**config.mk**
```make
export PLATFORM = sky130hd
export DESIGN_NAME = arc_capture
export DESIGN_NICKNAME = d
export VERILOG_FILES = /design/src/arc_pkg.sv /design/src/arc_capture.sv /design/src/arc_fifo.sv
export SDC_FILE = /design/constraint.sdc
export NUM_CORES = 1
export LEC_CHECK = 0
export BUFFER_PORTS_ARGS = -buffer_cell sky130_fd_sc_hd__buf_4
export CAP_MARGIN = 20
export CORE_ASPECT_RATIO = 1.75
export CORE_MARGIN = 1.5
export CORE_UTILIZATION = 55
export CTS_CLUSTER_SIZE = 10
export DETAILED_ROUTE_END_ITERATION = 7
export GPL_TIMING_DRIVEN = 0
export HOLD_SLACK_MARGIN = 0.08
export PLACE_DENSITY_LB_ADDON = 0.2
export SYNTH_ARGS = -nofsm -noshare
export SYNTH_HDL_FRONTEND = slang
export SYNTH_SLANG_ARGS = --single-unit
```
**constraint.sdc**
```tcl
create_clock -name mclk_in -period 2.9 [get_ports mclk_in]
set_input_delay 0.58 -clock mclk_in [delete_from_list [all_inputs] [get_ports mclk_in]]
set_output_delay 0.58 -clock mclk_in [all_outputs]
set_load 0.02 [all_outputs]
```
**src/arc_pkg.sv**
```systemverilog
// Shared constants and types for the converter result capture block
`default_nettype none

package arc_pkg;

    // ============================================================
    // Timing
    // ============================================================
    localparam int CLK_PERIOD_NS = 100;               // Master clock period
    localparam int EOC_DELAY_NS  = 280;               // Converter end-of-conversion lag
    // Least lag in whole cycles, rounded up
    localparam int EOC_CYC       = (EOC_DELAY_NS + CLK_PERIOD_NS - 1) / CLK_PERIOD_NS;
    localparam int LAG_W         = 4;                 // Width of the lag counter

    // ============================================================
    // Word layout
    // ============================================================
    localparam int WORD_W        = 16;                // Packed word width
    localparam int CODE_W        = 12;                // Narrow conversion field width
    localparam int SDI_W         = 4;                 // Synchronous digital input count
    localparam int NARROW_MSB    = 11;                // Sign bit of a narrow raw code
    localparam int WIDE_MSB      = 15;                // Sign bit of a wide raw code

    // ============================================================
    // Storage
    // ============================================================
    localparam int FIFO_DEPTH    = 16;                // Data FIFO entries
    localparam int FIFO_AW       = 4;                 // FIFO index width

    // ============================================================
    // Reset values
    // ============================================================
    localparam logic [WORD_W-1:0] WORD_RST = 16'h0000;
    localparam logic [LAG_W-1:0]  LAG_MAX  = 4'hF;    // Lag counter saturation

    // Packed result word: code on top, digital inputs at the bottom
    typedef struct packed {
        logic [CODE_W-1:0] code;                      // Two's complement result
        logic [SDI_W-1:0]  sdi;                       // Inputs 3..0
    } arc_word_t;

    // Converter-side handshake signals
    typedef struct packed {
        logic conv_start;                             // Conversion strobe, sample on fall
        logic busy_n;                                 // Busy, low while converting
    } arc_conv_t;

endpackage : arc_pkg

`default_nettype wire

```
**src/arc_capture.sv**
```systemverilog
// Converter result capture and formatter: packs each result into the data FIFO
//
// Overview of operation
// - Each completed conversion yields one 16-bit word
// - Result in upper twelve bits, inputs lowest
// - Twelve-bit result field is two's complement
// - Sample on start fall; inputs on busy rise
// - Input capture trails sampling by converter delay
// - Bipolar codes 7FF, 000, FFF, 800
// - Unipolar same codes, offset by mid-range
// - Wide variant: whole word is result
// - Wide codes 7FFF, 0000, FFFF, 8000
// - Every finished result goes into FIFO unless it is full
// - No acquisition before trigger condition matches
`default_nettype none

module arc_capture
    import arc_pkg::*;
(
    // Clock and reset
    input  wire logic               mclk_in,
    input  wire logic               rst_in,
    // Converter side
    input  wire arc_conv_t          conv_in,
    input  wire logic [WORD_W-1:0]  adc_code_in,
    input  wire logic [SDI_W-1:0]   sync_digital_inputs_in,
    // Configuration
    input  wire logic               wide_result_in,
    input  wire logic               trig_match_in,
    input  wire logic               acq_stop_in,
    // Host transfer side
    input  wire logic               host_ready_in,
    output logic                    host_valid_out,
    output arc_word_t               host_word_out,
    // Status
    output arc_word_t               holding_word_out,
    output logic                    armed_out,
    output logic                    overrun_out,
    output logic                    lag_fault_out
);

    // ============================================================
    // Edge detection on converter handshake
    // ============================================================
    arc_conv_t          conv_q_ff;                    // Previous handshake levels
    logic               start_fall;                   // Strobe falling edge
    logic               busy_rise;                    // Conversion finished
    logic               capture_evt;                  // Capture this cycle
    logic               armed_ff;                     // Trigger has matched
    logic               pending_ff;                   // Conversion in flight

    // Previous levels, inputs are synchronous to the clock
    always_ff @(posedge mclk_in or posedge rst_in) begin
        if (rst_in) begin
            conv_q_ff <= '{conv_start: 1'b1, busy_n: 1'b1};
        end else begin
            conv_q_ff <= conv_in;
        end
    end

    assign start_fall  = conv_q_ff.conv_start && !conv_in.conv_start;
    assign busy_rise   = !conv_q_ff.busy_n && conv_in.busy_n;
    assign capture_evt = busy_rise && pending_ff;

    // ============================================================
    // Trigger arming
    // ============================================================
    // trigger gate, a match wins over a stop
    always_ff @(posedge mclk_in or posedge rst_in) begin
        if (rst_in) begin
            armed_ff <= 1'b0;
        end else if (trig_match_in) begin
            armed_ff <= 1'b1;
        end else if (acq_stop_in) begin
            armed_ff <= 1'b0;
        end
    end

    // analog sample starts a pending conversion when armed
    always_ff @(posedge mclk_in or posedge rst_in) begin
        if (rst_in) begin
            pending_ff <= 1'b0;
        end else if (start_fall && armed_ff) begin
            // New sample wins over an end in the same cycle
            pending_ff <= 1'b1;
        end else if (busy_rise) begin
            pending_ff <= 1'b0;
        end
    end

    // ============================================================
    // Lag between sample and input capture
    // ============================================================
    logic [LAG_W-1:0]   lag_ff;                       // Cycles since analog sample
    logic               lag_fault_ff;                 // Sticky early-end flag

    // count cycles from the sample edge
    always_ff @(posedge mclk_in or posedge rst_in) begin
        if (rst_in) begin
            lag_ff <= '0;
        end else if (start_fall) begin
            lag_ff <= '0;
        end else if (lag_ff != LAG_MAX) begin
            lag_ff <= lag_ff + LAG_W'(1);
        end
    end

    // an end sooner than the converter delay is flagged
    always_ff @(posedge mclk_in or posedge rst_in) begin
        if (rst_in) begin
            lag_fault_ff <= 1'b0;
        end else if (capture_evt && (lag_ff < LAG_W'(EOC_CYC - 1))) begin
            lag_fault_ff <= 1'b1;
        end
    end

    // ============================================================
    // Word formatting
    // ============================================================
    arc_word_t          nxt_word;                     // Formatted result
    arc_word_t          holding_ff;                   // Last captured word

    // Raw code is offset binary; flipping the sign bit gives two's complement
    always_comb begin
        nxt_word = WORD_RST;
        if (wide_result_in) begin
            // wide variant, no input bits appended
            nxt_word = {~adc_code_in[WIDE_MSB], adc_code_in[WIDE_MSB-1:0]};
        end else begin
            // sign flip for the twelve-bit field
            // same code set for both ranges
            nxt_word.code = {~adc_code_in[NARROW_MSB], adc_code_in[NARROW_MSB-1:0]};
            // inputs 3..0 in the lowest bits
            nxt_word.sdi  = sync_digital_inputs_in;
        end
    end

    // latch the packed word at each completed conversion
    always_ff @(posedge mclk_in or posedge rst_in) begin
        if (rst_in) begin
            holding_ff <= WORD_RST;
        end else if (capture_evt) begin
            holding_ff <= nxt_word;
        end
    end

    // ============================================================
    // Data FIFO and host output stage
    // ============================================================
    logic               fifo_ready;                   // FIFO has room
    logic               fifo_valid;                   // FIFO holds a word
    arc_word_t          fifo_word;                    // FIFO head
    logic               out_load;                     // Output stage takes head
    logic               out_valid_ff;                 // Output stage full
    arc_word_t          out_word_ff;                  // Output stage word
    logic               overrun_ff;                   // Sticky lost-word flag

    assign out_load = !out_valid_ff || host_ready_in;

    // every capture is offered in the same cycle, lost if the FIFO is full
    arc_fifo u_fifo (
        .mclk_in        (mclk_in),
        .rst_in         (rst_in),
        .push_valid_in  (capture_evt),
        .push_word_in   (nxt_word),
        .push_ready_out (fifo_ready),
        .pop_ready_in   (out_load),
        .pop_valid_out  (fifo_valid),
        .pop_word_out   (fifo_word)
    );

    // one-entry output stage, holds while the host stalls
    always_ff @(posedge mclk_in or posedge rst_in) begin
        if (rst_in) begin
            out_valid_ff <= 1'b0;
            out_word_ff  <= WORD_RST;
        end else if (out_load) begin
            out_valid_ff <= fifo_valid;
            out_word_ff  <= fifo_word;
        end
    end

    // A capture into a full FIFO cannot be held; report it
    always_ff @(posedge mclk_in or posedge rst_in) begin
        if (rst_in) begin
            overrun_ff <= 1'b0;
        end else if (capture_evt && !fifo_ready) begin
            overrun_ff <= 1'b1;
        end
    end

    // Outputs straight from flip-flops
    assign host_valid_out   = out_valid_ff;
    assign host_word_out    = out_word_ff;
    assign holding_word_out = holding_ff;
    assign armed_out        = armed_ff;
    assign overrun_out      = overrun_ff;
    assign lag_fault_out    = lag_fault_ff;
endmodule : arc_capture

`default_nettype wire

```
**src/arc_fifo.sv**
```systemverilog
// Data FIFO held in flip-flops, in-order, with valid/ready on both sides
`default_nettype none

module arc_fifo
    import arc_pkg::*;
(
    // Clock and reset
    input  wire logic      mclk_in,
    input  wire logic      rst_in,
    // Fill side
    input  wire logic      push_valid_in,
    input  wire arc_word_t push_word_in,
    output logic           push_ready_out,
    // Drain side
    input  wire logic      pop_ready_in,
    output logic           pop_valid_out,
    output arc_word_t      pop_word_out
);

    // ============================================================
    // Storage and pointers
    // ============================================================
    arc_word_t             mem_ff [FIFO_DEPTH];       // Entry storage
    logic [FIFO_AW-1:0]    wr_ptr_ff;                 // Next write index
    logic [FIFO_AW-1:0]    rd_ptr_ff;                 // Next read index
    logic [FIFO_AW:0]      count_ff;                  // Occupied entries
    logic                  push;                      // Write accepted
    logic                  pop;                       // Read accepted

    // Full and empty come straight from the occupancy count
    assign push_ready_out = (count_ff != (FIFO_AW+1)'(FIFO_DEPTH));
    assign pop_valid_out  = (count_ff != '0);
    assign pop_word_out   = mem_ff[rd_ptr_ff];
    assign push           = push_valid_in && push_ready_out;
    assign pop            = pop_ready_in && pop_valid_out;

    // Entry write, no reset needed on data
    always_ff @(posedge mclk_in) begin
        if (push) begin
            mem_ff[wr_ptr_ff] <= push_word_in;
        end
    end

    always_ff @(posedge mclk_in or posedge rst_in) begin
        if (rst_in) begin
            wr_ptr_ff <= '0;
            rd_ptr_ff <= '0;
        end else begin
            // Pointers wrap naturally at the power-of-two depth
            if (push) begin
                wr_ptr_ff <= wr_ptr_ff + FIFO_AW'(1);
            end
            if (pop) begin
                rd_ptr_ff <= rd_ptr_ff + FIFO_AW'(1);
            end
        end
    end

    always_ff @(posedge mclk_in or posedge rst_in) begin
        if (rst_in) begin
            count_ff <= '0;
        end else if (push && !pop) begin
            count_ff <= count_ff + (FIFO_AW+1)'(1);
        end else if (pop && !push) begin
            count_ff <= count_ff - (FIFO_AW+1)'(1);
        end
    end
endmodule : arc_fifo

`default_nettype wire

```
==> summary.txt <==
Outcome
  • Outcome: completed

Timing
  • Setup slack after layout: roughly 0.28 ns
  • Hold Violations, Final: 0
  • Fmax: 381 MHz
  • Post-route setup TNS: 0 ns
  • # setup viols final: 0
  • Minimum clock period: around 2.6 ns
  • Slew HR: 33.1%
  • Final Hold Slack: 0.186 ns
  • RSZ-0062 raised after global routing: no
  • Final worst-path cycle share: 90.5%
  • Clock Skew: 0.0133 ns
  • Slew Limit Fails: 0
  • Actual slew at the worst max-slew pin: 1.00 ns

Routing
  • Total number of vias: 6904
  • Vias per cell: slightly below 6
  • Drt wl/cell: ~23 um
  • Routed met3 length: 1110 um
  • WL met2: approximately 15000 um
  • Drt total wl: between 20000 and 30000 um
  • Drt pass-1 iters: 5
  • Post-route met1 wirelength: between 9000 and 10000 um
  • Initial drt markers: between 500 and 600
  • Top sig layer: met4
  • Final ANT Viol Nets: 0
  • Detailed-route DRC error count: 0

Final layout
  • Layout cell share with drive strength beyond 1: roughly a fifth
  • Area delta synth->final: 17.9%
  • NumNets Final: between 900 and 1000
  • Fill cells: about 1500
  • Ant diodes: 0
  • Cell area after layout: approximately 15000 um^2

Floorplanning
  • Die height: between 200 and 250 um
  • Die span in x: about 120 um
  • Core box area: 22100 um^2
  • Initial core utilization: between 50% and 60%
  • FP Rows: 72
  • I/O Pins: 64
  • Die ar.: 23500 um^2

Clock tree
  • H-tree depth: 2
  • CTS max path bufs: 3
  • CTS tree: done
  • Skew-Pair Late Insertion Delay: between 0.5 and 0.6 ns
  • Clock-pin transition on the worst setup and hold timing paths: around 0.05 ns
  • Num Clock Sinks: between 300 and 400
  • TritonCTS Buffers: 37
  • Root Driver: clkbuf_16

Worst setup path
  • Critical path type: flop to flop
  • Startpoint types: flop
  • CP max FO: 5
  • Worst EP arrival: approximately 3.1 ns
  • CP endpoint kind: flop
  • CP required: about 3.3 ns

Placement
  • Area after DPL: ~14000 um^2
  • RD Place Congestion: approximately 0.85
  • Place WS: -0.240 ns
  • Hpwl dp: ~19000 um
  • IO buf count: between 60 and 70

Pwr
  • Leak pwr: roughly 5.4 nW
  • Cell Pwr Density: just over 900 nW/um^2
  • Peak supply drop: ~640 uV

Synthesis
  • Top cells by count, synth: edfxtp_1, mux2i_1, nand2_1, dfrtp_1, a22oi_1
  • Post-synth top area cell: edfxtp_1
  • Synth async-reset ratio: 17.9%
  • Post-synth EDFFs: around 260
  • Top cell type's share of synthesized area: about 62%
  • Seq/Total Area, Yosys: about 73%
  • Top cells by area, synth: edfxtp_1, dfrtp_1, mux2i_1
  • Mapped Area: ~12000 um^2
  • YS warnings: 0
  • Avg Cell Area, Syn: between 15 and 20 um^2
  • Most frequent cell after synthesis: edfxtp_1
  • Post-Syn Instances: about 750
  • Top_reg_cell synth: edfxtp_1
  • FF+latch count, synth: about 310
  • Syn nets: 791
  • Count of cell types in the netlist: 44

Global route
  • First-pass GRT wire length: between 40000 and 50000 um
  • Vias in the first global route: approximately 7500
  • GRT overflow: 0
  • Initial antenna violation count: 0
  • Global-route usage over all layers: 24.4%
  • Largest net degree at the start of global routing: 39

Job
  • Max-cap violations: 0

Min path
  • Hold crit path type: primary input to flop
what timing repair did:
item,in CTS,in global routing
gates resized for setup,2,2
hold buffers,1,0
setup buffers,1,1
hold endpoints to repair,8,0
endpoints found under the setup margin,1,2
pin swaps,0,1
cloned,0,0
state kept, by name, indices dropped and copies added (netlist names):
register          flops
holding_word_out     16
overrun_out           1
host_word_out        16
u_fifo.rd_ptr_ff      4
lag_fault_out         1
pending_ff            1
u_fifo.count_ff       5
host_valid_out        1
u_fifo.wr_ptr_ff      4
lag_ff                4
conv_q_ff             2
armed_out             1
u_fifo.mem_ff       256
critical path, cell delays in order (launching register included):
cell and delay, ns:
dfrtp_1 0.46, nor4_4 0.36, a21oi_2 0.15, inv_2 0.11, ha_1 0.18, inv_1 0.11
fa_1 0.42, a21o_1 0.18, a21oi_1 0.19, mux2i_1 0.25, xnor2_1 0.14
power breakdown:
group	internal [mW]	switching, mW
registers	5.28	0.291
logic	1.53	2.32
clock network	2.40	1.66
total	9.21	4.27
path summary, 6_finish.rpt:
path,from,endpoint,slack (ns),cells after the start
setup / recovery,u_fifo.count_ff[1]$_DFFE_PP0P_,u_fifo.count_ff[4]$_DFFE_PP0P_,0.28,10
hold / removal,conv_in[1],conv_q_ff[1]$_DFF_PP1_,0.19,1
setup reg to reg,u_fifo.count_ff[1]$_DFFE_PP0P_,u_fifo.count_ff[4]$_DFFE_PP0P_,0.28,10
hold reg to reg,overrun_out$_DFFE_PP0P_,overrun_out$_DFFE_PP0P_,0.49,2
min in group asynchronous,rst_in,lag_ff[3]$_DFFE_PP0P_,0.64,3
max in group asynchronous,rst_in,conv_q_ff[0]$_DFF_PP1_,1.62,4
final cells by class:
cell class	instances	area, um^2	area share, %
Buffer	38	176	1.21
Timing Repair Buffer	81	719	4.92
Clock inverter	3	26.3	0.180
Clock buffer	64	1030	7.03
Multi-Input combinational cell	392	3170	21.7
Sequential cell	312	9090	62.2
Tap cell	296	370	2.53
Inverter	9	33.8	0.231
metrics by stage:
| stage | std cells | utilization (%) | total power, mW |
|---|---|---|---|
| global placement | 1110 | 60.0 | 9.27 |
| global route | 1195 | 66.2 | 14.0 |
| CTS | 1194 | 66.1 | 13.5 |
| floorplan | 752 | - | 8.13 |
| finish | 1195 | 66.2 | 13.5 |
| detailed placement | 1126 | 61.2 | 9.47 |
routing by layer:
layer | vias up | track usage, %
met4 | 0 | 10.4
met3 | 77 | 2.80
met5 | - | 0
li1 | 3115 | -
met1 | 3472 | 26.8
met2 | 240 | 46.2
layout by cell type (no fill, tap or decap), types with 4 or more instances in the layout:
cell type,n
clkbuf_16,37
nor2_1,14
buf_8,6
nand3_1,33
buf_6,4
buf_2,15
mux2_2,16
buf_4,70
a22oi_1,45
nor2_2,9
nand2_1,58
clkbuf_1,45
dfrtp_1,54
edfxtp_1,256
nand4_1,17
mux2i_1,123
inv_1,7
xnor2_1,10
nand2b_1,4
ha_1,10
mux2_1,16
logic make-up (layout without fill, tap and decap cells):
group,count (synthesis),in the layout,share of synthesized area [%]
DFF,312,312,73.3
xor gates and xnor gates,11,11,0.777
adders and majority gates,11,11,1.17
muxes,160,160,13.8
and+or+nand+nor,151,151,5.67
buffers and inverters,48,195,1.73
AOI/OAI and AO/OA,59,59,3.47
Power figures use the tool's default switching activity.
